<file path="config.mk">
export PLATFORM = sky130hd
export DESIGN_NAME = cascaded_watchdog_timer
export DESIGN_NICKNAME = d
export VERILOG_FILES = /design/src/cascaded_watchdog_pkg.sv /design/src/countdown_if.sv /design/src/countdown_unit.sv /design/src/cascaded_watchdog_timer.sv
export VERILOG_INCLUDE_DIRS = /design/src
export SDC_FILE = /design/constraint.sdc
export NUM_CORES = 1
export LEC_CHECK = 0
export BUFFER_PORTS_ARGS = -buffer_cell sky130_fd_sc_hd__clkbuf_2
export CAP_MARGIN = 10
export CORE_UTILIZATION = 56
export DETAILED_ROUTE_END_ITERATION = 8
export PLACE_DENSITY = 0.75
export SYNTH_ARGS = -nofsm -noshare
export SYNTH_HDL_FRONTEND = slang
export SYNTH_SLANG_ARGS = --single-unit
</file>
<file path="constraint.sdc">
create_clock -name clk -period 2.38 [get_ports clk]
set_clock_uncertainty 0.15 [all_clocks]
set_input_delay 0 -clock clk [delete_from_list [all_inputs] [get_ports clk]]
set_output_delay 0 -clock clk [all_outputs]
set_load 0.1 [all_outputs]
</file>
<file path="src/cascaded_watchdog_consts.svh">
`ifndef CASCADED_WATCHDOG_CONSTS_SVH
`define CASCADED_WATCHDOG_CONSTS_SVH

// Host I/O window of four byte locations
`define WD_IO_BASE 10'h25C
`define WD_OFF_TRIGGER 2'h0
`define WD_OFF_DURATION 2'h1
`define WD_OFF_CONTROL 2'h2
`define WD_OFF_ENABLE 2'h3

// Trigger location
`define WD_TRIG_BIT 4

// Duration location: primary in the high nibble, secondary in the low nibble
`define WD_PRIM_MSB 7
`define WD_PRIM_LSB 4
`define WD_SEC_MSB 3
`define WD_SEC_LSB 0

// Control location
`define WD_CTL_TRIG_EN 7
`define WD_CTL_EARLY 6
`define WD_CTL_SMI 5
`define WD_CTL_EDGE 4
`define WD_CTL_RST 3

// Enable location
`define WD_EN_BIT 4

// Reset values
`define WD_DURATION_RST 8'h00
`define WD_CONTROL_RST 8'h00
`define WD_ENABLE_RST 8'h00
`define WD_RDATA_IDLE 8'h00

// Timing
`define WD_TICK_MS 145
`define WD_CLK_KHZ 200000
`define WD_TICK_CYCLES (`WD_TICK_MS * `WD_CLK_KHZ)

`endif

</file>
<file path="src/cascaded_watchdog_pkg.sv">
`default_nettype none

package cascaded_watchdog_pkg;
    typedef logic [3:0] ticks_t;
    typedef logic [7:0] io_byte_t;
    typedef logic [31:0] div_t;
endpackage : cascaded_watchdog_pkg

`default_nettype wire

</file>
<file path="src/countdown_if.sv">
`timescale 1ns/1ps
`default_nettype none

interface countdown_if;
    logic load;
    logic stop;
    logic tick;
    cascaded_watchdog_pkg::ticks_t preset;
    cascaded_watchdog_pkg::ticks_t count;
    logic running;
    logic expired;
    modport ctrl(output load, output stop, output tick, output preset,
                 input count, input running, input expired);
    modport unit(input load, input stop, input tick, input preset,
                 output count, output running, output expired);
endinterface : countdown_if

`default_nettype wire

</file>
<file path="src/countdown_unit.sv">
`timescale 1ns/1ps
`default_nettype none

module countdown_unit (
    input wire logic clk,
    input wire logic rst,
    countdown_if.unit cd
);
    cascaded_watchdog_pkg::ticks_t count;
    cascaded_watchdog_pkg::ticks_t next_count;
    logic running;
    logic next_running;
    logic expired;
    logic next_expired;

    always_comb begin
        next_count = count;
        next_running = running;
        next_expired = 1'b0;
        if (cd.load) begin
            next_count = cd.preset;
            next_running = 1'b1;
        end else if (cd.stop) begin
            next_running = 1'b0;
        end else if (running && cd.tick) begin
            // A preset of zero expires on the first tick
            if (count <= 4'h1) begin
                next_count = 4'h0;
                next_running = 1'b0;
                next_expired = 1'b1;
            end else begin
                next_count = count - 4'h1;
            end
        end
    end

    always_ff @(posedge clk) begin
        if (rst) begin
            count <= 4'h0;
            running <= 1'b0;
            expired <= 1'b0;
        end else begin
            count <= next_count;
            running <= next_running;
            expired <= next_expired;
        end
    end

    assign cd.count = count;
    assign cd.running = running;
    assign cd.expired = expired;
endmodule : countdown_unit

`default_nettype wire

</file>
<file path="src/cascaded_watchdog_timer.sv">
`timescale 1ns/1ps
`default_nettype none
`include "cascaded_watchdog_consts.svh"

module cascaded_watchdog_timer #(
    parameter int TICK_CYCLES = `WD_TICK_CYCLES
) (
    input wire logic clk,
    input wire logic rst,
    input wire logic [9:0] io_addr,
    input wire logic io_wr,
    input wire logic io_rd,
    input wire logic [7:0] io_wdata,
    output logic [7:0] io_rdata,
    input wire logic trigger_input,
    output logic alarm_output,
    output logic system_management_interrupt,
    output logic hw_reset
);
    localparam logic [9:0] IO_BASE = `WD_IO_BASE;

    if (TICK_CYCLES < 2) begin : g_bad_tick
        $error("TICK_CYCLES must be at least 2");
    end

    countdown_if prim();
    countdown_if sec();

    countdown_unit u_primary (
        .clk(clk),
        .rst(rst),
        .cd(prim)
    );

    countdown_unit u_secondary (
        .clk(clk),
        .rst(rst),
        .cd(sec)
    );

    // Host I/O registers
    cascaded_watchdog_pkg::io_byte_t duration;
    cascaded_watchdog_pkg::io_byte_t next_duration;
    cascaded_watchdog_pkg::io_byte_t control;
    cascaded_watchdog_pkg::io_byte_t next_control;
    cascaded_watchdog_pkg::io_byte_t enable_reg;
    cascaded_watchdog_pkg::io_byte_t next_enable_reg;
    cascaded_watchdog_pkg::io_byte_t next_io_rdata;
    logic hit;
    logic [1:0] offset;
    logic sw_trigger;

    assign hit = io_addr[9:2] == IO_BASE[9:2];
    assign offset = io_addr[1:0];
    assign sw_trigger = io_wr && hit && offset == `WD_OFF_TRIGGER && io_wdata[`WD_TRIG_BIT];

    always_comb begin
        next_duration = duration;
        next_control = control;
        next_enable_reg = enable_reg;
        next_io_rdata = `WD_RDATA_IDLE;
        if (io_wr && hit) begin
            case (offset)
                `WD_OFF_DURATION: next_duration = io_wdata;
                `WD_OFF_CONTROL: next_control = io_wdata;
                `WD_OFF_ENABLE: next_enable_reg = io_wdata;
                default: next_duration = duration;
            endcase
        end
        if (io_rd && hit) begin
            case (offset)
                `WD_OFF_CONTROL: next_io_rdata = control;
                `WD_OFF_ENABLE: next_io_rdata = enable_reg;
                default: next_io_rdata = `WD_RDATA_IDLE;
            endcase
        end
    end

    always_ff @(posedge clk) begin
        if (rst) begin
            duration <= `WD_DURATION_RST;
            control <= `WD_CONTROL_RST;
            enable_reg <= `WD_ENABLE_RST;
            io_rdata <= `WD_RDATA_IDLE;
        end else begin
            duration <= next_duration;
            control <= next_control;
            enable_reg <= next_enable_reg;
            io_rdata <= next_io_rdata;
        end
    end

    logic wd_en;
    logic trig_pin_en;
    logic early_en;
    logic smi_sel;
    logic rise_sel;
    logic rst_sel;

    assign wd_en = enable_reg[`WD_EN_BIT];
    assign trig_pin_en = control[`WD_CTL_TRIG_EN];
    assign early_en = control[`WD_CTL_EARLY];
    assign smi_sel = control[`WD_CTL_SMI];
    assign rise_sel = control[`WD_CTL_EDGE];
    assign rst_sel = control[`WD_CTL_RST];

    // Trigger pin synchroniser and edge detector
    logic trig_meta;
    logic trig_sync;
    logic trig_prev;
    logic hw_edge;
    logic retrig;

    always_ff @(posedge clk) begin
        if (rst) begin
            trig_meta <= 1'b0;
            trig_sync <= 1'b0;
            trig_prev <= 1'b0;
        end else begin
            trig_meta <= trigger_input;
            trig_sync <= trig_meta;
            trig_prev <= trig_sync;
        end
    end

    // Edge polarity is selectable
    assign hw_edge = trig_pin_en && (rise_sel ? (trig_sync && !trig_prev) : (!trig_sync && trig_prev));
    assign retrig = wd_en && (sw_trigger || hw_edge);

    // Tick divider, restarted on every retrigger so the first period is whole
    cascaded_watchdog_pkg::div_t div;
    cascaded_watchdog_pkg::div_t next_div;
    logic tick;

    assign tick = div == 32'(TICK_CYCLES - 1);

    always_comb begin
        if (retrig || !wd_en || tick) begin
            next_div = 32'h0;
        end else begin
            next_div = div + 32'h1;
        end
    end

    always_ff @(posedge clk) begin
        if (rst) begin
            div <= 32'h0;
        end else begin
            div <= next_div;
        end
    end

    // Cascade control
    logic prim_fire;
    logic sec_fire;

    assign prim_fire = wd_en && !retrig && prim.expired;
    assign sec_fire = wd_en && !retrig && sec.expired;

    assign prim.load = retrig;
    assign prim.stop = !wd_en;
    assign prim.tick = tick;
    assign prim.preset = duration[`WD_PRIM_MSB:`WD_PRIM_LSB];
    assign sec.load = prim_fire;
    assign sec.stop = !wd_en || retrig;
    assign sec.tick = tick;
    assign sec.preset = duration[`WD_SEC_MSB:`WD_SEC_LSB];

    // Event outputs; the alarm holds so outside logic can respond during the second countdown
    logic next_alarm;
    logic next_smi;
    logic next_hw_reset;

    always_comb begin
        next_alarm = alarm_output;
        if (!wd_en || retrig) begin
            next_alarm = 1'b0;
        end else if (prim.expired) begin
            next_alarm = 1'b1;
        end else if (early_en && prim.running && prim.count == 4'h1) begin
            next_alarm = 1'b1;
        end
        next_smi = prim_fire && smi_sel;
        next_hw_reset = (prim_fire && rst_sel) || sec_fire;
    end

    always_ff @(posedge clk) begin
        if (rst) begin
            alarm_output <= 1'b0;
            system_management_interrupt <= 1'b0;
            hw_reset <= 1'b0;
        end else begin
            alarm_output <= next_alarm;
            system_management_interrupt <= next_smi;
            hw_reset <= next_hw_reset;
        end
    end
endmodule : cascaded_watchdog_timer

`default_nettype wire

</file>
Word level (Yosys, flattened, before mapping)
Index checks and enable logic that the tools add are counted.

cells by class
  bitwise logic cells = 4
  equal/unequal tests = 9
  muxes and demuxes = 22
  order comparisons = 2
  reduce and logical (&&, ||, !) cells = 44
  add/sub/neg operators = 3

operators with widths
  cell                     number
  $add A32 B1 Y32 const B  1
  $eq A32 B25 Y1 const B   1
  $mux W4                  8
  $logic_and A1 B1 Y1      17
  $pmux W8 S2              1
  $reduce_and A2 Y1        7
  $mux W1                  13
  $eq A8 B8 Y1 const B     1
  $le A4 B1 Y1 const B     2
  $reduce_bool A2 Y1       4
  $reduce_or A4 Y1         2
  $sub A4 B1 Y4 const B    2
  $ne A3 B1 Y1 const B     2
  $reduce_bool A3 Y1       2
  $reduce_or A2 Y1         3
  $eq A2 B2 Y1 const B     2
  $eq A4 B1 Y1 const B     1
  $logic_not A1 Y1         4
  $logic_or A1 B1 Y1       4
  $not A1 Y1               4
  $eq A2 B1 Y1 const B     1
  $logic_not A2 Y1         1
  $ne A2 B1 Y1 const B     1

word-level totals
  input port bits = 23
  flip-flop bits (word level) = 82
  word-level logic and storage cells = 101
  output and inout bits = 11

Longest topological paths before layout
  depth in word-level cells = 11
  mapped depth = 8
  gate-level depth less buffers = 8

By module
From an unflattened synthesis, not the netlist that was laid out.

second synthesis, totals
  cells, all modules = 407
  area, all modules = 3808.7 um^2

modules (own cells, without submodules)
  module                   seq. area each (um^2)  cells an instance  area an instance (um^2)  times used
  cascaded_watchdog_timer  1401.3                 321                3067.9                   1
  countdown_unit           120.1                  43                 370.4                    2

Worst setup path after synthesis
No wires, ideal clock.

  kind = register to register
  start point = register div[0]
  end point = register u_secondary.count[0] (netlist: u_secondary.cd.count[0])
  cell stages (with the launch flop) = 8
  required time = 2.156 ns
  setup time = 0.074 ns
  arrival time = 1.825 ns
  buffers on the path = 0
  path slack = 0.330 ns
  clock period less this slack = 2.050 ns
  path through = dfxtp_1 -> ha_1 -> and4_1 -> nand3_1 -> nor3_4 -> nand4b_1 -> or3_1 -> a31oi_1

between the ends
  longest elaborated chain between the ends = 4

ends and longest elaborated chain
  what                          line                            text
  start: declaration            cascaded_watchdog_timer.sv:131  cascaded_watchdog_pkg::div_t div;
  start signal: assignment      cascaded_watchdog_timer.sv:149  div <= next_div;
  $eq A32 B25 Y1                cascaded_watchdog_timer.sv:135  assign tick = div == 32'(TICK_CYCLES - 1);
  $logic_and A1 B1 Y1           countdown_unit.sv:25            end else if (running && cd.tick) begin
  $reduce_bool A2 Y1 (no line)  n/a
  $reduce_and A2 Y1 (no line)   n/a
  end signal: assignment        countdown_unit.sv:43            count <= next_count;
  end: declaration              countdown_unit.sv:9             cascaded_watchdog_pkg::ticks_t count;

No other way between the ends.
A chain may end at the register's enable or synchronous reset.

Worst setup path after layout
Same ends and word-level chain as after synthesis.

==> results by group <==
STA
  • Unrepaired setup endpoints after global routing: false
  • Slew @ Worst Pin: between 500 and 600 ps
  • Final count of hold timing violations: 0
  • Final period utilization: 92.7%
  • Fin Hold WS: approximately 58 ps
  • Setup TNS: 0 ps
  • Min Tclk post-route: 2210 ps
  • Final setup vio count: 0
  • Final Slew Violations: 0
  • Slew headroom: between 60 and 70%
  • Fmax: around 0.45 GHz

Routing
  • Initial DRT Pass Iterations: 4
  • DR vias/cell: approximately 5.5
  • Vias: 2816
  • Antenna viol nets, final: 0
  • Drt total wl: approximately 7100 microns
  • First-iteration detailed-routing DRC count: about 150
  • Drc violations: 0
  • Average wire per cell in the routed design: 13.7 microns

Setup path
  • FF-to-FF End: u_secondary.cd.count[0]
  • Levels on crit path: 7
  • CP Launch Type: register
  • Cell family with most CP delay: simple AND/OR/NAND/NOR gates
  • Worst path max stage delay: ~380 ps
  • CP max stage cell: dfxtp_1
  • Crit-path cells: ha_1 > and4_1 > nand3_1 > nor3_4 > nand4b_1 > or3_1 > a31oi_1
  • Setup crit start: div[0]
  • CP endpoint: u_secondary.cd.count[0]
  • R2R Setup Slk: ~170 ps
  • CP Class: register to register
  • Reg2reg path depth: 7
  • RR Startpoint: div[0]
  • WP data required: approximately 2500 ps
  • Crit path buffers/inverters: 0
  • WP data arrival: roughly 2300 ps
  • CP max FO: 6
  • Crit end category: register

Floorplanning
  • CORE AREA: approximately 6000 sq um
  • I/O pins: 34
  • Die height: 81.7 microns
  • Full die area: between 6000 and 7000 sq um
  • Die Width: 81.7 microns
  • Starting density of the core: between 50% and 60%
  • Row Count: 28

Logic synthesis
  • Post-Syn Instances: between 300 and 400
  • YS warnings: 0
  • Area leader, netlist: dfxtp_1
  • Syn nets: 416
  • Mapped Area: 3560 sq um
  • Post-synthesis cell type count: 42
  • Synth top area share: ~46%
  • Register area share after synthesis: a little under half
  • Avg Synthesized Cell Area: between 9 and 10 sq um
  • #FFs+latches synth: between 80 and 90
  • Synth top area cells: dfxtp_1 46%, mux2i_1 10%, nor2_1 9.2%, xor2_1 4.2%, xnor2_1 3.0%

Clock tree
  • Total CTS buffers: 9
  • CTS Sinks: slightly above 80
  • CTS tree: built
  • Number of post-CTS setup repair buffers: 0
  • Clock slew at reported path FFs: about 100 ps
  • CTS max path bufs: 2
  • Clk_lat worst skew: around 360 ps
  • Htree depth: 3
  • Post-cts resize count: 0
  • Root Buffer Master: clkbuf_8

Finish
  • # diodes: 0
  • Most common cell after layout, fill and taps aside: nor2_1
  • Nets: about 460
  • Layout cells sized above 1: between 10% and 20%
  • Max FFs per register: 32
  • Biggest register: div
  • Most frequent cells in the layout: 87 x nor2_1, 82 x dfxtp_1, 36 x mux2i_1
  • Area grow syn2layout: 16.1%
  • Layout Cell Area excl Fill: ~4100 sq um

Power and ir drop
  • Maximum VDD drop: ~0.46 mV
  • Seq pwr share: between 50% and 60%
  • Lkg Pwr: 1.57 nW
  • Pwr per Cell Area: 605 nW/um^2
  • Clock power share: 41.6%
  • Internal: roughly 1.9 mW
  • NetSw: 581 uW
  • Comb pwr share: ~3.3%
  • Switching share of power: between 20% and 30%

Global routing
  • Vias in the first global route: 2556
  • Initial antenna violation count: 0
  • Congestion Overflow GR: 0
  • Pin count of the biggest net entering global routing: 33
  • Global Route Usage Sum: a little under a quarter
  • Global-route wire length before repair: 11800 microns

Run
  • Maxcap violations: 0

Placed design
  • # port buffers: 33
  • Placed Area: around 3800 sq um
  • Global placer's final weighted congestion: around 0.77
  • Post-DP HPWL: 4900 microns

Min path
  • Worst hold path class: input port to register

Status
  • Outcome: completed
-- kinds of logic after synthesis --
group / synth area share [%]
flip-flops: 46.1
adder cells (fa/ha/maj): 1.76
AO/OA/AOI/OAI: 4.18
AND/OR/NAND/NOR: 26.2
buffers and inverters: 3.51
multiplexers: 11.1
XOR/XNOR: 7.14
-- cell usage after synthesis --
| library cell | instances |
|---|---|
| mux2i_1 | 36 |
| nor4b_1 | 1 |
| mux2_2 | 3 |
| dfxtp_1 | 82 |
| nor3_1 | 12 |
| clkbuf_2 | 1 |
| nor3_2 | 1 |
| buf_4 | 1 |
| a31oi_1 | 3 |
| nor2b_1 | 3 |
| nand3_1 | 14 |
| and4_1 | 5 |
| o21ai_0 | 1 |
| nor4bb_1 | 2 |
| or4bb_1 | 2 |
| buf_6 | 3 |
| nor3b_1 | 1 |
| nand4b_1 | 5 |
| buf_2 | 3 |
| ha_1 | 5 |
| or3_1 | 5 |
| nor4_1 | 3 |
| and2_1 | 1 |
| o221a_2 | 2 |
| or2_2 | 1 |
| xor2_1 | 17 |
| nand2_1 | 21 |
| clkbuf_1 | 8 |
| nor3_4 | 1 |
| a211o_1 | 1 |
| and4b_1 | 2 |
| nand4bb_1 | 1 |
| o31ai_2 | 1 |
| inv_1 | 9 |
| and3_1 | 9 |
| xnor2_1 | 12 |
| a211oi_1 | 3 |
| o31a_1 | 1 |
| o21ai_1 | 1 |
| nor2_1 | 87 |
| a21oi_1 | 9 |
| nand4_1 | 9 |
-- power by group through the flow --
stage / clock network (mW) / logic, mW / registers (mW)
final: 1.04 / 0.0832 / 1.38
after CTS: 1.06 / 0.0826 / 1.38
after floorplan: 0 / 0.0334 / 1.41
after detailed placement: 0 / 0.0658 / 1.41
after global routing: 1.12 / 0.0914 / 1.38
after global placement: 0 / 0.0643 / 1.41
-- worst min-delay path by stage --
| stage | start | slack, ps | endpoint | cells past startpoint |
|---|---|---|---|---|
| finish | io_addr[1] | 60 | io_rdata[1] | 3 |
| global route | io_addr[1] | 80 | io_rdata[2] | 3 |
| CTS | io_addr[1] | 30 | io_rdata[1] | 3 |
| detailed placement | trigger_input | 70 | trig_meta | 2 |
| global placement | trigger_input | 60 | trig_meta | 2 |
| floorplan | trigger_input | -20 | trig_meta | 1 |
-- tightest hold or removal path: cells and delay by family --
kind / cells / cell delay (ps)
buffers and inverters: 1 / 120
and+or+nand+nor: 2 / 410
-- layout make-up --
| cell class | count | area, sq um |
|---|---|---|
| fill | 499 | 1890 |
| multi-input combinational | 281 | 1790 |
| sequential | 82 | 1640 |
| timing repair buffer | 53 | 365 |
| clock buffer | 9 | 124 |
| tap | 75 | 93.8 |
| clock inverter | 7 | 81.3 |
| inverter | 9 | 33.8 |
-- per-stage QoR --
stage / util [%] / setup slack [ps] / total power, mW / instances
6_report: 68.6 / 174 / 2.50 / 516
5_1_grt: 68.6 / 24.7 / 2.59 / 516
4_1_cts: 68.6 / 109 / 2.52 / 516
3_5_place_dp: 62.7 / 140 / 1.48 / 485
3_3_place_gp: 62.7 / 195 / 1.47 / 485
2_1_floorplan: - / 330 / 1.44 / 388
-- what timing repair did --
action / in CTS / in global routing
endpoints found under the setup margin: 0 / 1
hold buffers: 15 / 0
hold endpoints to repair: 41 / 0
-- layer usage --
layer  track usage (%)  wire length [microns]  vias to the layer above
li1                  -                      -                     1437
met1              33.0                   3550                     1303
met2              34.5                   3090                       65
met3              4.00                    301                       11
met4              9.82                    116                        0
met5                 0                      0                        -
Power figures use the tool's default switching activity.
